**config.mk**
```make
export PLATFORM = sky130hd
export DESIGN_NAME = asr_serial_readout
export DESIGN_NICKNAME = d
export VERILOG_FILES = /design/src/asr_pkg.sv /design/src/asr_serial_readout.sv /design/src/asr_pin_sync.sv
export VERILOG_INCLUDE_DIRS = /design/src
export SDC_FILE = /design/constraint.sdc
export NUM_CORES = 1
export LEC_CHECK = 0
export BUFFER_PORTS_ARGS = -buffer_cell sky130_fd_sc_hd__buf_2
export CORE_MARGIN = 1
export CORE_UTILIZATION = 57
export CTS_CLUSTER_DIAMETER = 60
export DETAILED_ROUTE_END_ITERATION = 6
export PLACE_DENSITY_LB_ADDON = 0.1
export SYNTH_ARGS = -nofsm -noshare
export SYNTH_HDL_FRONTEND = slang
export SYNTH_HIERARCHICAL = 1
export SYNTH_SLANG_ARGS = --single-unit
```
**constraint.sdc**
```tcl
create_clock -name CLOCK -period 2.35 [get_ports CLOCK]
set_input_delay 0.3525 -clock CLOCK [delete_from_list [all_inputs] [get_ports CLOCK]]
set_output_delay 0.3525 -clock CLOCK [all_outputs]
set_load 0.02 [all_outputs]
```
**src/asr_params.svh**
```systemverilog
// Constants for the serial result readout port of the sampling converter.
`ifndef ASR_PARAMS_SVH
`define ASR_PARAMS_SVH

// Result word width and the number of synchroniser stages.
`define ASR_RESULT_W          16
`define ASR_SYNC_STAGES       2

// Core clock period and the fastest external shift clock, in their own units.
`define ASR_CLOCK_PERIOD_PS   4000
`define ASR_SCLK_MAX_MHZ      40
`define ASR_PS_PER_US         1000000

// Core cycles in one fastest shift clock period, rounded down.
`define ASR_SCLK_MIN_CYCLES   ((`ASR_PS_PER_US / `ASR_SCLK_MAX_MHZ) / `ASR_CLOCK_PERIOD_PS)

// Edge detection after two flops needs at least two core cycles per clock phase.
`define ASR_SCLK_CYCLES_NEED  4

`endif

```
**src/asr_pkg.sv**
```systemverilog
// Types shared by the serial result readout port.
`default_nettype none
package asr_pkg;

  // Raw pins from the host, synchronised as one group.
  typedef struct packed {
    logic sclk;
    logic cs_n;
    logic rd_n;
    logic chain;
  } asr_pins_t;

  // Readout progress within one result word.
  typedef enum logic [2:0] {
    ASR_IDLE  = 3'h1,
    ASR_SHIFT = 3'h2,
    ASR_DONE  = 3'h4
  } asr_state_t;

endpackage
`default_nettype wire

```
**src/asr_serial_readout.sv**
```systemverilog
// Slave serial readout port of the sampling converter, running on the core clock and paced by the host's shift clock.
`timescale 1ns/1ps
`default_nettype none
`include "asr_params.svh"

module asr_serial_readout #(
  parameter int RESULT_W = `ASR_RESULT_W
) (
  // Clock and reset.
  input  wire logic                CLOCK,
  input  wire logic                RESETN,
  // Static configuration.
  input  wire logic                CLOCK_SOURCE_SELECT,
  input  wire logic                SERIAL_PARALLEL_SELECT,
  input  wire logic                READ_DURING_CONV,
  // Conversion core, same clock domain.
  input  wire logic                BUSY,
  input  wire logic [RESULT_W-1:0] RESULT,
  // Host pins.
  input  wire logic                SCLK,
  input  wire logic                CS_N,
  input  wire logic                RD_N,
  input  wire logic                CHAIN_SERIAL_INPUT,
  // Serial output and its enable.
  output logic                     SERIAL_RESULT_OUT,
  output logic                     SERIAL_RESULT_OE,
  // Overrun pulse.
  output logic                     READ_OVERRUN_FLAG
);

  localparam int CW = $clog2(RESULT_W + 1);

  if (RESULT_W < 2) begin : g_bad_result_w
    $error("asr_serial_readout needs a result of at least two bits.");
  end
  if (`ASR_SCLK_MIN_CYCLES < `ASR_SCLK_CYCLES_NEED) begin : g_bad_clock
    $error("Core clock too slow to follow the fastest shift clock.");
  end

  // Counter arithmetic used in several places.
  function automatic logic [CW-1:0] cnt_of(input int value);
    cnt_of = CW'(value);
  endfunction

  asr_pkg::asr_pins_t pins_raw;
  asr_pkg::asr_pins_t pins_s;

  logic                prev_sclk;
  logic                prev_busy;
  logic                prev_sel;
  logic                next_prev_sclk;
  logic                next_prev_busy;
  logic                next_prev_sel;

  asr_pkg::asr_state_t state;
  asr_pkg::asr_state_t next_state;
  logic [CW-1:0]       count;
  logic [CW-1:0]       next_count;
  logic [RESULT_W-1:0] shreg;
  logic [RESULT_W-1:0] next_shreg;
  logic [RESULT_W-1:0] held;
  logic [RESULT_W-1:0] next_held;
  logic                chain_bit;
  logic                next_chain_bit;
  logic                armed;
  logic                next_armed;
  logic                overrun;
  logic                next_overrun;

  logic                active;
  logic                gated;
  logic                sel;
  logic                sclk_rise;
  logic                sclk_fall;
  logic                busy_fall;
  logic                sel_start;
  logic                chain_in;

  // The host pins arrive from another clock domain.
  always_comb begin
    pins_raw.sclk  = SCLK;
    pins_raw.cs_n  = CS_N;
    pins_raw.rd_n  = RD_N;
    pins_raw.chain = CHAIN_SERIAL_INPUT;
  end

  // Selects reset to their inactive level, so the output is not enabled in and just after reset.
  asr_pin_sync #(
    .W           ($bits(asr_pkg::asr_pins_t)),
    .RESET_VALUE (asr_pkg::asr_pins_t'{sclk: 1'h0, cs_n: 1'h1, rd_n: 1'h1, chain: 1'h0})
  ) u_pin_sync (
    .clk   (CLOCK),
    .rst_n (RESETN),
    .d     (pins_raw),
    .q     (pins_s)
  );

  // Edges are found by oversampling, so the host clock may stop in either level.
  always_comb begin
    active    = CLOCK_SOURCE_SELECT & SERIAL_PARALLEL_SELECT;
    gated     = active & ~pins_s.cs_n;
    sel       = gated & ~pins_s.rd_n;
    sclk_rise = gated & pins_s.sclk & ~prev_sclk;
    sclk_fall = gated & ~pins_s.sclk & prev_sclk;
    busy_fall = prev_busy & ~BUSY;
    sel_start = sel & ~prev_sel;
    chain_in  = READ_DURING_CONV ? 1'h0 : pins_s.chain;
  end

  always_comb begin
    next_prev_sclk = pins_s.sclk;
    next_prev_busy = BUSY;
    next_prev_sel  = sel;
  end

  always_ff @(posedge CLOCK or negedge RESETN) begin
    if (!RESETN) begin
      prev_sclk <= 1'h0;
      prev_busy <= 1'h0;
      prev_sel  <= 1'h0;
    end else begin
      prev_sclk <= next_prev_sclk;
      prev_busy <= next_prev_busy;
      prev_sel  <= next_prev_sel;
    end
  end

  // A falling edge only shifts after a rising edge since the word was loaded or reloaded, so a clock
  // that idles high does not lose the top bit on its first edge.
  always_comb begin
    next_state     = state;
    next_count     = count;
    next_shreg     = shreg;
    next_held      = held;
    next_chain_bit = chain_bit;
    next_armed     = armed;
    next_overrun   = 1'h0;
    if (busy_fall) begin
      next_overrun = READ_DURING_CONV & (state == asr_pkg::ASR_SHIFT);
      next_held    = RESULT;
      next_shreg   = RESULT;
      next_count   = cnt_of(0);
      next_state   = asr_pkg::ASR_IDLE;
      next_armed   = 1'h0;
    end else if (sel_start && state == asr_pkg::ASR_DONE) begin
      next_shreg = held;
      next_count = cnt_of(0);
      next_state = asr_pkg::ASR_IDLE;
      next_armed = 1'h0;
    end else begin
      if (sclk_rise) begin
        next_chain_bit = chain_in;
        next_armed     = 1'h1;
      end
      if (sclk_fall && armed) begin
        next_shreg = {shreg[RESULT_W-2:0], chain_bit};
        unique case (state)
          asr_pkg::ASR_IDLE: begin
            next_count = cnt_of(1);
            next_state = asr_pkg::ASR_SHIFT;
          end
          asr_pkg::ASR_SHIFT: begin
            next_count = CW'(count + cnt_of(1));
            if (count == cnt_of(RESULT_W - 1)) begin
              next_state = asr_pkg::ASR_DONE;
            end
          end
          asr_pkg::ASR_DONE: begin
            next_count = count;
          end
          default: begin
            next_state = asr_pkg::ASR_IDLE;
            next_count = cnt_of(0);
          end
        endcase
      end
    end
  end

  always_ff @(posedge CLOCK or negedge RESETN) begin
    if (!RESETN) begin
      state     <= asr_pkg::ASR_IDLE;
      count     <= '0;
      shreg     <= '0;
      held      <= '0;
      chain_bit <= 1'h0;
      armed     <= 1'h0;
      overrun   <= 1'h0;
    end else begin
      state     <= next_state;
      count     <= next_count;
      shreg     <= next_shreg;
      held      <= next_held;
      chain_bit <= next_chain_bit;
      armed     <= next_armed;
      overrun   <= next_overrun;
    end
  end

  // Data comes straight from the shift register flop; the enable is combinational.
  assign SERIAL_RESULT_OUT = shreg[RESULT_W-1];
  assign SERIAL_RESULT_OE  = sel;
  assign READ_OVERRUN_FLAG = overrun;
endmodule
`default_nettype wire

```
**src/asr_pin_sync.sv**
```systemverilog
// Two-flop synchroniser for a group of pins.
`timescale 1ns/1ps
`default_nettype none
`include "asr_params.svh"

module asr_pin_sync #(
  parameter int           W           = 4,
  parameter logic [W-1:0] RESET_VALUE = '0
) (
  // Clock and reset.
  input  wire logic         clk,
  input  wire logic         rst_n,
  // Asynchronous pins in, synchronised levels out.
  input  wire logic [W-1:0] d,
  output logic      [W-1:0] q
);

  logic [W-1:0] meta;
  logic [W-1:0] next_meta;
  logic [W-1:0] next_q;

  if (W < 1) begin : g_bad_width
    $error("asr_pin_sync needs at least one bit.");
  end

  // The first stage feeds only the second stage.
  always_comb begin
    next_meta = d;
    next_q    = meta;
  end

  always_ff @(posedge clk or negedge rst_n) begin
    if (!rst_n) begin
      meta <= RESET_VALUE;
      q    <= RESET_VALUE;
    end else begin
      meta <= next_meta;
      q    <= next_q;
    end
  end

endmodule
`default_nettype wire

```
==> flow_metrics.tcl <==
set metrics [dict create \
    power_density_mw_per_mm2 715 \
    routed_via_density 5.62 \
    wl_um 4430 \
    setup-violations-final 0 \
    worstHoldPathType "in -> async" \
    drcViolationCount 0 \
    cts_root_buf "clkbuf_8" \
    layout-drive-gt1-share 0.187 \
    row_count 23 \
    ys_warn_count 6 \
    start_util 0.596 \
    hold_violations 0 \
    rr_endpoint "count[0]" \
    syn_nets 264 \
    gp_congestion 0.848 \
    slew_viol_final 0 \
    hpwlAfterDp_um 2850 \
    final_common_cell "nand2_1" \
    grt_pass1_vias 1641 \
    track_usage 0.225 \
    post_cts_buffers 0 \
    stdcell_area_mm2 0.00265 \
    routed-via-count 1753 \
    ir_worst_vdd_mv 0.480 \
    r2r_cells 4 \
    ant_nets 0 \
    status "complete, no violations" \
    ys_ff_latch 54 \
    cts_buffer_depth 2 \
    cp_max_fo 13 \
    worst_skew_pair.late_latency_ps 310 \
    fmax_mhz 483 \
    netlist.area_leader.share 0.514 \
    worstMarginPinSlew_ps 660 \
    io_buffers 28 \
    worst_ep_arrival_time_ps 2280 \
    crit_path_end_kind "flip-flop" \
    syn_to_final_growth_pct 11.1 \
    cap_violations 0 \
    ys_seq_area_frac 0.569 \
    fin_crit_sh 0.881 \
    grt_max_degree 55 \
    synth_edf_count 0 \
    rsz0062_at_grt "no" \
    worstPathRequired_ps 2560 \
    synth.area.top_cells "dfrtp_1, nand2_1, mux2i_1, dfstp_2, a211oi_1" \
    reg2reg_from "state[2]" \
    post_drt_wl_per_cell_um 14.2 \
    async_flop_share 1.00 \
    ys.flop_type "dfrtp_1" \
    cts_buffers 5 \
    post-route-min-period_ps 2070 \
    cp-start-kind "flip-flop" \
    clkTransAtPathRegs_ps 90 \
    p_leak_nw 1.20 \
    n_antenna_cell 0 \
    syn_area_per_cell_um2 10.1 \
    die-area_mm2 0.00445 \
    htree_levels 2 \
    syn_inst 236 \
    die_h_um 66.7 \
    cts_resized 0 \
    cts.sinks 54 \
    grt_overflow_total 0 \
    yosysTopAreaCell "dfrtp_1" \
    final_cell_mix "nand2_1, dfrtp_1, buf_2, nor2_1, nor3_1" \
    final_nets 289 \
    antenna_found_initial 0 \
    ctsHoldBuffers 0 \
    core_mm2 0.00400 \
    grt_pass1_wl_um 7360 \
    cts_tree "done" \
    die_w_um 66.7 \
    r2r_slack_ps 280 \
    fin_skew_ps 11.3 \
    placed_area_mm2 0.00256 \
    finalHoldWorstSlack_ps 136 \
    syn_area_mm2 0.00239 \
    tns_ps 0 \
    dr.pass1.iters 4 \
    yosysUniqueCellTypes 40 \
    pin_count 29 \
    critPathKind "reg -> reg" \
    slew-limit-headroom 0.560 \
    drt_iter0_markers 122 \
]
==> Yosys cell counts, drive strengths merged, types with 2 or more instances <==
master  number
nand3       10
nand2       51
dfstp        5
nor4         2
o21ai        3
nand2b       4
ha           2
clkbuf       8
mux2i       16
a211oi      16
nor3        18
inv          3
dfrtp       49
buf          8
nor2        19
==> worst max-delay path: stages (launching register included) <==
cell     delay, ps
dfrtp_1        470
or3b_1         410
o41a_1         530
and2_0         320
a32o_1         240
==> flip-flops by register name, indices dropped and copies added (netlist names) <==
signal	count
READ_OVERRUN_FLAG	1
armed	1
chain_bit	1
count	5
held	16
prev_busy	1
prev_sclk	1
prev_sel	1
shreg	16
state	3
u_pin_sync/meta	4
u_pin_sync/q	4
==> per-layer routing <==
metal | up-vias | global-route usage | wire (um)
li1 | 873 | - | -
met1 | 837 | 0.288 | 2130
met2 | 36 | 0.370 | 2080
met3 | 7 | 0.0428 | 147
met4 | 0 | 0.0957 | 78
met5 | - | 0 | 0
==> stage by stage <==
stage               cells  power [mW]   util  setup slack (ps)
floorplan             236        1.29      -               574
global placement      304        1.37  0.640               362
detailed placement    304        1.38  0.640               317
CTS                   312        1.91  0.662               285
global route          312        2.00  0.662               158
finish                312        1.89  0.662               280
==> worst max-delay path by stage <==
| stage | startpoint | to | slack, ps | depth (start not counted) |
|---|---|---|---|---|
| finish | state[2] | count[0] | 280 | 4 |
| global route | state[2] | count[0] | 160 | 4 |
| CTS | state[2] | count[0] | 290 | 4 |
| detailed placement | SERIAL_PARALLEL_SELECT | count[0] | 320 | 5 |
| global placement | CLOCK_SOURCE_SELECT | count[0] | 360 | 5 |
| floorplan | state[0] | count[0] | 570 | 5 |
==> power by group <==
part	internal (mW)	total, mW	switching [mW]
Clock	0.238	0.531	0.293
Combinational	0.113	0.260	0.147
Sequential	1.04	1.10	0.0646
==> kinds of logic after synthesis <==
| kind of cell | share of synthesized area |
|---|---|
| buffers and inverters | 0.0393 |
| and+or+nand+nor | 0.215 |
| AOI/OAI and AO/OA | 0.0991 |
| muxes | 0.0671 |
| DFF | 0.569 |
| adders and majority gates | 0.0105 |
==> final cells by class <==
class	count	area [um2]
clock buffer	7	86.3
clock inverter	1	5.00
fill	324	1350
inverter	3	11.3
multi-input combinational	163	942
sequential	54	1360
tap	50	62.6
timing repair buffer	34	185
Power figures use the tool's default switching activity.
